<file path="src/rtl/hsc_regs.vh">
// Register offsets, field positions and reset values for the link speed controller
`ifndef HSC_REGS_VH
`define HSC_REGS_VH
// ------------------------------------------------------------
// Register byte offsets
// ------------------------------------------------------------
`define HSC_CTRL_OFS 8'h00
`define HSC_CFG0_OFS 8'h04
`define HSC_CFG1_OFS 8'h08
`define HSC_STAT_OFS 8'h0c
`define HSC_ISTAT_OFS 8'h10
`define HSC_IMASK_OFS 8'h14
`define HSC_COMB_OFS 8'h18
// ------------------------------------------------------------
// Control register bits
// ------------------------------------------------------------
`define HSC_CTRL_HUFF 0
`define HSC_CTRL_LISTEN 1
`define HSC_CTRL_SUPDISP 2
`define HSC_CTRL_FEC200 3
`define HSC_CTRL_START 4
`define HSC_CTRL_ABORT 5
// ------------------------------------------------------------
// Interrupt status bits
// ------------------------------------------------------------
`define HSC_IRQ_DOWN 0
`define HSC_IRQ_UPREQ 1
`define HSC_IRQ_TMO 2
`define HSC_IRQ_ABAND 3
`define HSC_IRQ_COMB 4
`define HSC_IRQ_W 5
// ------------------------------------------------------------
// Reset values of the settings
// ------------------------------------------------------------
`define HSC_DOWN_RST 5'h06
`define HSC_UP_RST 5'h03
`define HSC_TRIES_RST 4'h2
`define HSC_ERRS_RST 8'h50
`define HSC_RPT_RST 3'h2
`define HSC_ARQ_RST 7'h05
`endif

</file>
<file path="src/rtl/hsc_link_ctrl.v">
// HF ARQ link speed, timeout, FEC repeat, memory ARQ and compression control
// Functional notes
// - Bad frames reaching threshold drop to 100 baud
// - Upshift request after good-frame threshold met
// - Upshift attempts capped by configured limit
// - Limit exhausted: hold 100 until threshold again
// - Setup abandoned after configured unanswered attempts
// - Linked: faulty-frame count reached means timeout
// - Broadcast FEC rate selectable, 100 default
// - Each FEC character sent configured times
// - Keep up to configured frames for combining
// - Store frames failing CRC-16, not discard
// - Repeated bad frame combined with stored copies
// - Compress 7-bit data only when enabled, beneficial
// - Never compress frames holding 8-bit data
// - Listen mode receives, blocks all transmit starts
// - Supervisory info reported only when enabled
//
// Design decisions made here: the Wishbone interface to the registers and the register offsets.
`timescale 1ns/1ps
`include "hsc_regs.vh"

module hsc_link_ctrl #(
  parameter FRAME_W = 32,
  parameter ARQ_MAX = 120
) (
  input wire clock,
  input wire rst_b,
  input wire wb_cyc_i,
  input wire wb_stb_i,
  input wire wb_we_i,
  input wire [7:0] wb_adr_i,
  input wire [3:0] wb_sel_i,
  input wire [31:0] wb_dat_i,
  output reg [31:0] wb_dat_o,
  output reg wb_ack_o,
  output wire irq,
  input wire frame_valid,
  input wire frame_crc_ok,
  input wire frame_repeat,
  input wire [FRAME_W-1:0] frame_data,
  input wire link_attempt,
  input wire link_answer,
  output wire link_tx_enable,
  output reg link_speed_200_reg,
  output reg upshift_req_reg,
  output reg comb_valid_reg,
  output reg [FRAME_W-1:0] comb_data_reg,
  input wire tx_frame_has_8bit,
  input wire huff_gain,
  output wire huffman_use,
  output wire broadcast_fec_rate,
  input wire fec_in_valid,
  input wire [7:0] fec_in_data,
  output wire fec_in_ready,
  output reg fec_out_valid_reg,
  output reg [7:0] fec_out_data_reg,
  input wire fec_out_ready,
  input wire sup_valid,
  input wire [7:0] sup_data,
  output reg sup_out_valid_reg,
  output reg [7:0] sup_out_data_reg
);

  // ------------------------------------------------------------
  // Link states, one-hot
  // ------------------------------------------------------------
  localparam [2:0] ST_STBY = 3'b001;
  localparam [2:0] ST_SETUP = 3'b010;
  localparam [2:0] ST_LINKED = 3'b100;

  // ------------------------------------------------------------
  // Settings and state
  // ------------------------------------------------------------
  reg huffman_compress_enable_reg; // Compression allowed
  reg receive_only_listen_mode_reg; // Receive only
  reg supervisory_display_enable_reg; // Pass supervisory info
  reg broadcast_fec_rate_reg; // 1 = 200 baud
  reg [4:0] bad_frame_downshift_threshold_reg;
  reg [4:0] good_frame_upshift_threshold_reg;
  reg [3:0] upshift_attempt_limit_reg;
  reg [7:0] link_error_timeout_count_reg;
  reg [2:0] fec_char_repeat_count_reg;
  reg [6:0] memory_arq_depth_reg;
  reg [2:0] state_reg; // Link state
  reg [7:0] bad_cnt_reg; // Consecutive bad frames
  reg [4:0] good_cnt_reg; // Consecutive good frames
  reg [3:0] tries_used_reg; // Upshift attempts spent
  reg [7:0] setup_cnt_reg; // Unanswered setup attempts
  reg [6:0] stored_cnt_reg; // Failed copies held
  reg [`HSC_IRQ_W-1:0] istat_reg; // Sticky events
  reg [`HSC_IRQ_W-1:0] imask_reg; // Event enables
  reg [`HSC_IRQ_W-1:0] ev_next; // Events this cycle
  reg [FRAME_W-1:0] arq_mem [0:ARQ_MAX-1]; // Failed frame copies
  reg [7:0] ones_cnt_reg [0:FRAME_W-1]; // Per-bit count of ones
  wire [FRAME_W-1:0] majority; // Bitwise vote of stored copies
  reg fec_busy_reg; // A character is being repeated
  reg [2:0] fec_left_reg; // Sends still owed
  wire wr_stb;
  wire rd_stb;
  wire start_cmd;
  wire abort_cmd;
  wire linked;
  wire bad_frame;
  wire good_frame;
  wire [7:0] bad_cnt_next;
  wire [4:0] good_cnt_next;
  assign linked = state_reg[2];
  assign wr_stb = wb_cyc_i & wb_stb_i & wb_we_i & ~wb_ack_o & wb_sel_i[0];
  assign rd_stb = wb_cyc_i & wb_stb_i & ~wb_ack_o;
  assign start_cmd = wr_stb & (wb_adr_i == `HSC_CTRL_OFS) & wb_dat_i[`HSC_CTRL_START];
  assign abort_cmd = wr_stb & (wb_adr_i == `HSC_CTRL_OFS) & wb_dat_i[`HSC_CTRL_ABORT];
  assign bad_frame = linked & frame_valid & ~frame_crc_ok;
  assign good_frame = linked & frame_valid & frame_crc_ok;
  assign bad_cnt_next = bad_cnt_reg + 8'h01;
  assign good_cnt_next = good_cnt_reg + 5'h01;
  assign irq = |(istat_reg & imask_reg);
  // Transmit never starts while only listening
  assign link_tx_enable = ~receive_only_listen_mode_reg & ~state_reg[0];
  assign broadcast_fec_rate = broadcast_fec_rate_reg;
  // Only 7-bit frames, only if enabled and the coder reports a gain
  assign huffman_use = huffman_compress_enable_reg & huff_gain & ~tx_frame_has_8bit;
  assign fec_in_ready = ~fec_busy_reg & ~receive_only_listen_mode_reg;
  // ------------------------------------------------------------
  // Wishbone slave: one-cycle ack, unmapped reads return zero
  // ------------------------------------------------------------
  always @(posedge clock) begin
    if (!rst_b) begin
      wb_ack_o <= 1'b0;
      wb_dat_o <= 32'h0000_0000;
    end else begin
      wb_ack_o <= wb_cyc_i & wb_stb_i & ~wb_ack_o;
      wb_dat_o <= 32'h0000_0000;
      if (rd_stb) begin
        case (wb_adr_i)
          `HSC_CTRL_OFS: wb_dat_o <= {28'h0000000, broadcast_fec_rate_reg,
            supervisory_display_enable_reg, receive_only_listen_mode_reg,
            huffman_compress_enable_reg};
          `HSC_CFG0_OFS: wb_dat_o <= {5'h00, fec_char_repeat_count_reg, 4'h0,
            upshift_attempt_limit_reg, 3'h0, good_frame_upshift_threshold_reg, 3'h0,
            bad_frame_downshift_threshold_reg};
          `HSC_CFG1_OFS: wb_dat_o <= {17'h00000, memory_arq_depth_reg,
            link_error_timeout_count_reg};
          `HSC_STAT_OFS: wb_dat_o <= {state_reg, link_speed_200_reg, tries_used_reg,
            1'b0, stored_cnt_reg, 3'h0, good_cnt_reg, bad_cnt_reg};
          `HSC_ISTAT_OFS: wb_dat_o <= {27'h0000000, istat_reg};
          `HSC_IMASK_OFS: wb_dat_o <= {27'h0000000, imask_reg};
          `HSC_COMB_OFS: wb_dat_o <= comb_data_reg[31:0];
          default: wb_dat_o <= 32'h0000_0000; // Unmapped
        endcase
      end
    end
  end
  // ------------------------------------------------------------
  // Settings registers; values written out of range are kept as is
  // ------------------------------------------------------------
  always @(posedge clock) begin
    if (!rst_b) begin
      huffman_compress_enable_reg <= 1'b0;
      receive_only_listen_mode_reg <= 1'b0;
      supervisory_display_enable_reg <= 1'b0;
      broadcast_fec_rate_reg <= 1'b0;
      bad_frame_downshift_threshold_reg <= `HSC_DOWN_RST;
      good_frame_upshift_threshold_reg <= `HSC_UP_RST;
      upshift_attempt_limit_reg <= `HSC_TRIES_RST;
      link_error_timeout_count_reg <= `HSC_ERRS_RST;
      fec_char_repeat_count_reg <= `HSC_RPT_RST;
      memory_arq_depth_reg <= `HSC_ARQ_RST;
      imask_reg <= {`HSC_IRQ_W{1'b0}};
    end else if (wr_stb) begin
      case (wb_adr_i)
        `HSC_CTRL_OFS: begin
          huffman_compress_enable_reg <= wb_dat_i[`HSC_CTRL_HUFF];
          receive_only_listen_mode_reg <= wb_dat_i[`HSC_CTRL_LISTEN];
          supervisory_display_enable_reg <= wb_dat_i[`HSC_CTRL_SUPDISP];
          broadcast_fec_rate_reg <= wb_dat_i[`HSC_CTRL_FEC200];
        end
        `HSC_CFG0_OFS: begin
          bad_frame_downshift_threshold_reg <= wb_dat_i[4:0];
          good_frame_upshift_threshold_reg <= wb_dat_i[12:8];
          upshift_attempt_limit_reg <= wb_dat_i[19:16];
          fec_char_repeat_count_reg <= wb_dat_i[26:24];
        end
        `HSC_CFG1_OFS: begin
          link_error_timeout_count_reg <= wb_dat_i[7:0];
          memory_arq_depth_reg <= wb_dat_i[14:8];
        end
        `HSC_IMASK_OFS: imask_reg <= wb_dat_i[`HSC_IRQ_W-1:0];
        default: imask_reg <= imask_reg; // Read-only or unmapped
      endcase
    end
  end
  // ------------------------------------------------------------
  // Link state, frame counters and speed
  // ------------------------------------------------------------
  always @(posedge clock) begin
    if (!rst_b) begin
      state_reg <= ST_STBY;
      bad_cnt_reg <= 8'h00;
      good_cnt_reg <= 5'h00;
      tries_used_reg <= 4'h0;
      setup_cnt_reg <= 8'h00;
      link_speed_200_reg <= 1'b0;
      upshift_req_reg <= 1'b0;
      ev_next <= {`HSC_IRQ_W{1'b0}};
    end else begin
      upshift_req_reg <= 1'b0;
      ev_next <= {`HSC_IRQ_W{1'b0}};
      case (state_reg)
        ST_STBY: begin
          // Listen mode swallows the start command
          if (start_cmd && !receive_only_listen_mode_reg) begin
            state_reg <= ST_SETUP;
            setup_cnt_reg <= 8'h00;
          end
        end
        ST_SETUP: begin
          if (abort_cmd || receive_only_listen_mode_reg) begin
            state_reg <= ST_STBY;
          end else if (link_answer) begin
            // Links always start at the lower rate
            state_reg <= ST_LINKED;
            link_speed_200_reg <= 1'b0;
            bad_cnt_reg <= 8'h00;
            good_cnt_reg <= 5'h00;
            tries_used_reg <= 4'h0;
          end else if (link_attempt) begin
            if (setup_cnt_reg + 8'h01 >= link_error_timeout_count_reg) begin
              state_reg <= ST_STBY;
              ev_next[`HSC_IRQ_ABAND] <= 1'b1;
            end else begin
              setup_cnt_reg <= setup_cnt_reg + 8'h01;
            end
          end
        end
        ST_LINKED: begin
          if (abort_cmd) begin
            state_reg <= ST_STBY;
            link_speed_200_reg <= 1'b0;
          end else if (bad_frame) begin
            good_cnt_reg <= 5'h00;
            bad_cnt_reg <= bad_cnt_next;
            if (bad_cnt_next >= link_error_timeout_count_reg) begin
              state_reg <= ST_STBY;
              link_speed_200_reg <= 1'b0;
              ev_next[`HSC_IRQ_TMO] <= 1'b1;
            end else if (bad_cnt_next == {3'h0, bad_frame_downshift_threshold_reg} &&
                link_speed_200_reg) begin
              link_speed_200_reg <= 1'b0;
              ev_next[`HSC_IRQ_DOWN] <= 1'b1;
            end
          end else if (good_frame) begin
            bad_cnt_reg <= 8'h00;
            if (good_cnt_next >= good_frame_upshift_threshold_reg) begin
              good_cnt_reg <= 5'h00;
              if (!link_speed_200_reg && tries_used_reg < upshift_attempt_limit_reg) begin
                upshift_req_reg <= 1'b1;
                link_speed_200_reg <= 1'b1;
                tries_used_reg <= tries_used_reg + 4'h1;
                ev_next[`HSC_IRQ_UPREQ] <= 1'b1;
              end else if (!link_speed_200_reg) begin
                // Limit spent: this run only re-arms the attempts
                tries_used_reg <= 4'h0;
              end
            end else begin
              good_cnt_reg <= good_cnt_next;
            end
          end
        end
        default: state_reg <= ST_STBY;
      endcase
    end
  end
  // ------------------------------------------------------------
  // Memory ARQ: keep failed copies and vote bitwise over them
  // ------------------------------------------------------------
  genvar gi;
  generate
    for (gi = 0; gi < FRAME_W; gi = gi + 1) begin : g_vote
      // Strict majority of stored copies plus the new one
      assign majority[gi] = {{1'b0, ones_cnt_reg[gi]} + {8'h00, frame_data[gi]}, 1'b0} >
        {3'h0, stored_cnt_reg} + 10'h001;
      always @(posedge clock) begin
        if (!rst_b || !linked || (frame_valid && frame_crc_ok) || !frame_repeat &&
            frame_valid) begin
          // A fresh frame restarts the set of copies
          ones_cnt_reg[gi] <= (frame_valid && !frame_crc_ok && linked && rst_b) ?
            {7'h00, frame_data[gi]} : 8'h00;
        end else if (frame_valid && stored_cnt_reg < memory_arq_depth_reg) begin
          ones_cnt_reg[gi] <= ones_cnt_reg[gi] + {7'h00, frame_data[gi]};
        end
      end
    end
  endgenerate
  always @(posedge clock) begin
    if (!rst_b) begin
      stored_cnt_reg <= 7'h00;
      comb_valid_reg <= 1'b0;
      comb_data_reg <= {FRAME_W{1'b0}};
    end else begin
      comb_valid_reg <= 1'b0;
      if (!linked || (frame_valid && frame_crc_ok)) begin
        stored_cnt_reg <= 7'h00;
      end else if (bad_frame && memory_arq_depth_reg != 7'h00) begin
        if (!frame_repeat) begin
          // Failed copy kept instead of dropped
          arq_mem[0] <= frame_data;
          stored_cnt_reg <= 7'h01;
        end else begin
          // Candidate rebuilt from every copy held so far
          comb_data_reg <= majority;
          comb_valid_reg <= 1'b1;
          if (stored_cnt_reg < memory_arq_depth_reg) begin
            arq_mem[stored_cnt_reg] <= frame_data;
            stored_cnt_reg <= stored_cnt_reg + 7'h01;
          end
        end
      end
    end
  end
  // ------------------------------------------------------------
  // Sticky interrupt status; a new event beats a write-one clear
  // ------------------------------------------------------------
  always @(posedge clock) begin
    if (!rst_b) begin
      istat_reg <= {`HSC_IRQ_W{1'b0}};
    end else begin
      istat_reg <= (istat_reg & ~((wr_stb && wb_adr_i == `HSC_ISTAT_OFS) ?
        wb_dat_i[`HSC_IRQ_W-1:0] : {`HSC_IRQ_W{1'b0}})) | ev_next |
        {comb_valid_reg, {(`HSC_IRQ_W-1){1'b0}}};
    end
  end
  // ------------------------------------------------------------
  // Broadcast FEC: each character sent the configured number of times
  // ------------------------------------------------------------
  always @(posedge clock) begin
    if (!rst_b) begin
      fec_busy_reg <= 1'b0;
      fec_left_reg <= 3'h0;
      fec_out_valid_reg <= 1'b0;
      fec_out_data_reg <= 8'h00;
    end else if (fec_in_valid && fec_in_ready) begin
      fec_busy_reg <= 1'b1;
      fec_out_valid_reg <= 1'b1;
      fec_out_data_reg <= fec_in_data;
      fec_left_reg <= fec_char_repeat_count_reg;
    end else if (fec_out_valid_reg && fec_out_ready) begin
      if (fec_left_reg <= 3'h1) begin
        fec_busy_reg <= 1'b0;
        fec_out_valid_reg <= 1'b0;
        fec_left_reg <= 3'h0;
      end else begin
        fec_left_reg <= fec_left_reg - 3'h1;
      end
    end
  end
  // ------------------------------------------------------------
  // Supervisory report to the host, gated by its enable
  // ------------------------------------------------------------
  always @(posedge clock) begin
    if (!rst_b) begin
      sup_out_valid_reg <= 1'b0;
      sup_out_data_reg <= 8'h00;
    end else begin
      sup_out_valid_reg <= sup_valid & supervisory_display_enable_reg;
      sup_out_data_reg <= sup_data;
    end
  end
endmodule // hsc_link_ctrl

</file>
<file path="config.mk">
export PLATFORM = sky130hd
export DESIGN_NAME = hsc_link_ctrl
export DESIGN_NICKNAME = d
export VERILOG_FILES = /design/src/rtl/hsc_link_ctrl.v
export VERILOG_INCLUDE_DIRS = /design/src /design/src/rtl
export SDC_FILE = /design/constraint.sdc
export NUM_CORES = 1
export LEC_CHECK = 0
export BUFFER_PORTS_ARGS = -buffer_cell sky130_fd_sc_hd__clkbuf_2
export CELL_PAD_IN_SITES_DETAIL_PLACEMENT = 0
export CELL_PAD_IN_SITES_GLOBAL_PLACEMENT = 1
export CORE_ASPECT_RATIO = 0.5
export CORE_MARGIN = 4
export CORE_UTILIZATION = 48
export DETAILED_ROUTE_END_ITERATION = 6
export HOLD_SLACK_MARGIN = 0.03
export PLACE_DENSITY_LB_ADDON = 0.3
export SYNTH_ARGS = -nofsm -noshare
export SYNTH_HDL_FRONTEND = slang
export SYNTH_SLANG_ARGS = --single-unit
</file>
<file path="constraint.sdc">
create_clock -name clock -period 9.7 [get_ports clock]
set_input_delay 1.94 -clock clock [delete_from_list [all_inputs] [get_ports clock]]
set_output_delay 1.94 -clock clock [all_outputs]
set_load 0.05 [all_outputs]
</file>
==> results.toml <==
[sta]
hold_viol_final = 0
rsz0062_at_grt = "no"
fin_skew_ns = 0.0302
slew_headroom = 0.320
final.setup.tns_ns = 0
finalSetupViolations = 0
timing.final.ws_setup_ns = 4.30
slew_viol_final = 0
fin_crit_sh = 0.557
finalCriticalPeriod_ns = 5.40
tightest_slew_ns = 1.02
fmax_mhz = 185

[floorplanning]
start_util = 0.486
die_area_um2 = 60300
core.rowCount = 61
die_y_um = 176
core-area_um2 = 55600
die_w_um = 343
io_pins = 198

[detailed_routing]
drtPass1Iterations = 5
vias_per_cell = 5.65
drt_iter0_markers = 1804
routed_wl_mm = 72.9
via_count = 21086
ant_nets = 0
wl_per_cell_um = 19.5
drc = 0

[worst_setup_path]
crit_chain = "buf_4 -> nand2_1 -> nor3b_4 -> buf_4 -> nand2_1 -> a211oi_4 -> buf_4 -> buf_4 -> o21ai_1"
timing.rr.start = "stored_cnt_reg[1]"
r2r_cells = 8
r2r_end = "ones_cnt_reg[0][60]"
cp.required_ns = 9.96
worst-r2r-setup-slack_ns = 5.34
crit_family = "buffers and inverters"
critPathKind = "in -> reg"
path_common_cell = "buf_4"
crit_path_top_delay_cell = "buf_4"
max_stage_delay_ns = 0.79
cp_max_fo = 109
crit_path_start_kind = "input pin"
arrival_ns = 5.67
crit_buf_inv = 4
end_kind = "flip-flop"

[hold_path]
hold_start = "ev_next[0]"
hp-class = "reg -> reg"
hold_end = "istat_reg[0]"
hold_path_depth = 2

[cts]
cts_buffer_depth = 3
cts_made_buffers = 43
clk_latency_ns = 0.57
cts_root_buffer = "clkbuf_16"
post_cts_buffers = 0
postCtsHoldBufs = 0
cts.htree.levels = 2
cts_resized = 0
cts_tree = "yes"
cts.clk_slew.worst_paths_ns = 0.06
cts_sinks = 429

[yosys]
synth_area_um2 = 27000
syn-num-nets = 3183
yosys_warnings = 0
ys_top_cells_by_area = "edfxtp_1, ha_1, dfxtp_1"
ys.flop_type = "edfxtp_1"
async_reset_ff_frac = 0
synth_seq_area_share = 0.413
synth_top_area_cell = "edfxtp_1"
ys_ff_latch = 429
syn-mean-instance-area_um2 = 9.70
synth_top_area_share = 0.285
ys_types = 82
synth-edff-count = 256
syn_inst = 2783

[pwr]
vdd_drop_max_v = 0.000144
p_leak_nw = 13.0
powerDensity_nw_per_um2 = 126
power_mw = 3.80

[cells_and_area]
drive_above_1_share = 0.107
fin_nets = 3340
largest_reg_flops = 256
fillers = 4984
final_cell_mix = "nand2_1, ha_1, edfxtp_1, and2_1, clkbuf_2"
area_delta_synth_final_pct = 11.7
stdcell_count = 3731
final_common_cell = "nand2_1"

[placement]
port_buffers = 184
dp_hpwl_mm = 49.0
dp_cells = 3651
gp_congestion = 0.844
pre_cts_slack_ns = 3.79

[global_route]
grt_pass1_wl_mm = 114
gr-total-overflow = 0
first_global_vias = 20418
grtUsageTotal = 0.238
antenna_found_initial = 4
grt_max_degree = 144

[job]
maxCapViolCount = 0

[outcome]
status = "complete, no violations"
==> cells in the mapped netlist (all sizes together) (13+ instances only) <==
cell type,count
nand3,141
edfxtp,256
xnor2,140
nand2,306
a21o,41
a21oi,113
dfxtp,173
o21ai,130
and3,44
inv,60
or3,13
xor2,100
mux2i,33
a21boi,37
nor2,152
clkbuf,58
nand3b,13
a22oi,32
o21a,47
and2,234
buf,41
nor3,54
nand4,57
nand2b,57
ha,293
==> power breakdown <==
group | leakage [nW] | switching (mW) | total, mW | internal, mW
Clock | 0.700 | 0.751 | 1.75 | 1.00
Sequential | 4.56 | 0.00387 | 1.92 | 1.91
Combinational | 7.76 | 0.0817 | 0.132 | 0.0506
Total | 13.0 | 0.836 | 3.80 | 2.96
==> routing by layer <==
| layer | GRT usage | vias to the layer above | wire length (um) |
|---|---|---|---|
| li1 | - | 10331 | - |
| met3 | 0.0396 | 89 | 4520 |
| met4 | 0.0470 | 4 | 1200 |
| met5 | 0 | - | 27 |
| met1 | 0.332 | 10151 | 33700 |
| met2 | 0.392 | 511 | 33500 |
==> worst min-delay path, cell delays in order, from the launching register on <==
cell	delay [ns]
dfxtp_1	0.32
a21oi_1	0.04
nor2_1	0.06
==> metrics by stage <==
step           area, um^2  utilization  hold WS (ns)
3_5_place_dp        28700        0.517         0.445
4_1_cts             30200        0.543         0.459
6_report            30200        0.543         0.448
5_1_grt             30200        0.543         0.471
3_3_place_gp        28700        0.517         0.443
2_1_floorplan       27000            -         0.413
==> layout make-up <==
class	instances	area [um^2]	area share
Clock inverter	13	133	0.00440
Sequential cell	429	11200	0.370
Antenna cell	1	2.50	0.0000830
Tap cell	756	946	0.0314
Timing Repair Buffer	211	1140	0.0378
Inverter	61	229	0.00759
Clock buffer	66	1300	0.0430
Multi-Input combinational cell	2194	15300	0.506
==> logic make-up (layout without fill, tap and decap cells) <==
kind of cell	Yosys count	after routing	synth area share
AO/OA/AOI/OAI	494	494	0.118
XOR/XNOR	242	242	0.0796
adder cells (fa/ha/maj)	293	293	0.136
buffers and inverters	160	351	0.0242
flip-flops	429	429	0.413
multiplexers	44	44	0.0168
other	0	1	0
AND/OR/NAND/NOR	1121	1121	0.213
==> worst max-delay path by stage <==
| stage | start | end | slack [ns] | cells after the start |
|---|---|---|---|---|
| after detailed placement | rst_b | ones_cnt_reg[0][48] | 3.79 | 9 |
| after CTS | rst_b | ones_cnt_reg[0][48] | 4.34 | 9 |
| final | rst_b | ones_cnt_reg[0][48] | 4.30 | 9 |
| after global routing | rst_b | ones_cnt_reg[0][48] | 3.99 | 9 |
| after global placement | rst_b | ones_cnt_reg[0][96] | 3.88 | 9 |
| after floorplan | rst_b | ones_cnt_reg[0][0] | 1.08 | 3 |
Power figures use the tool's default switching activity.
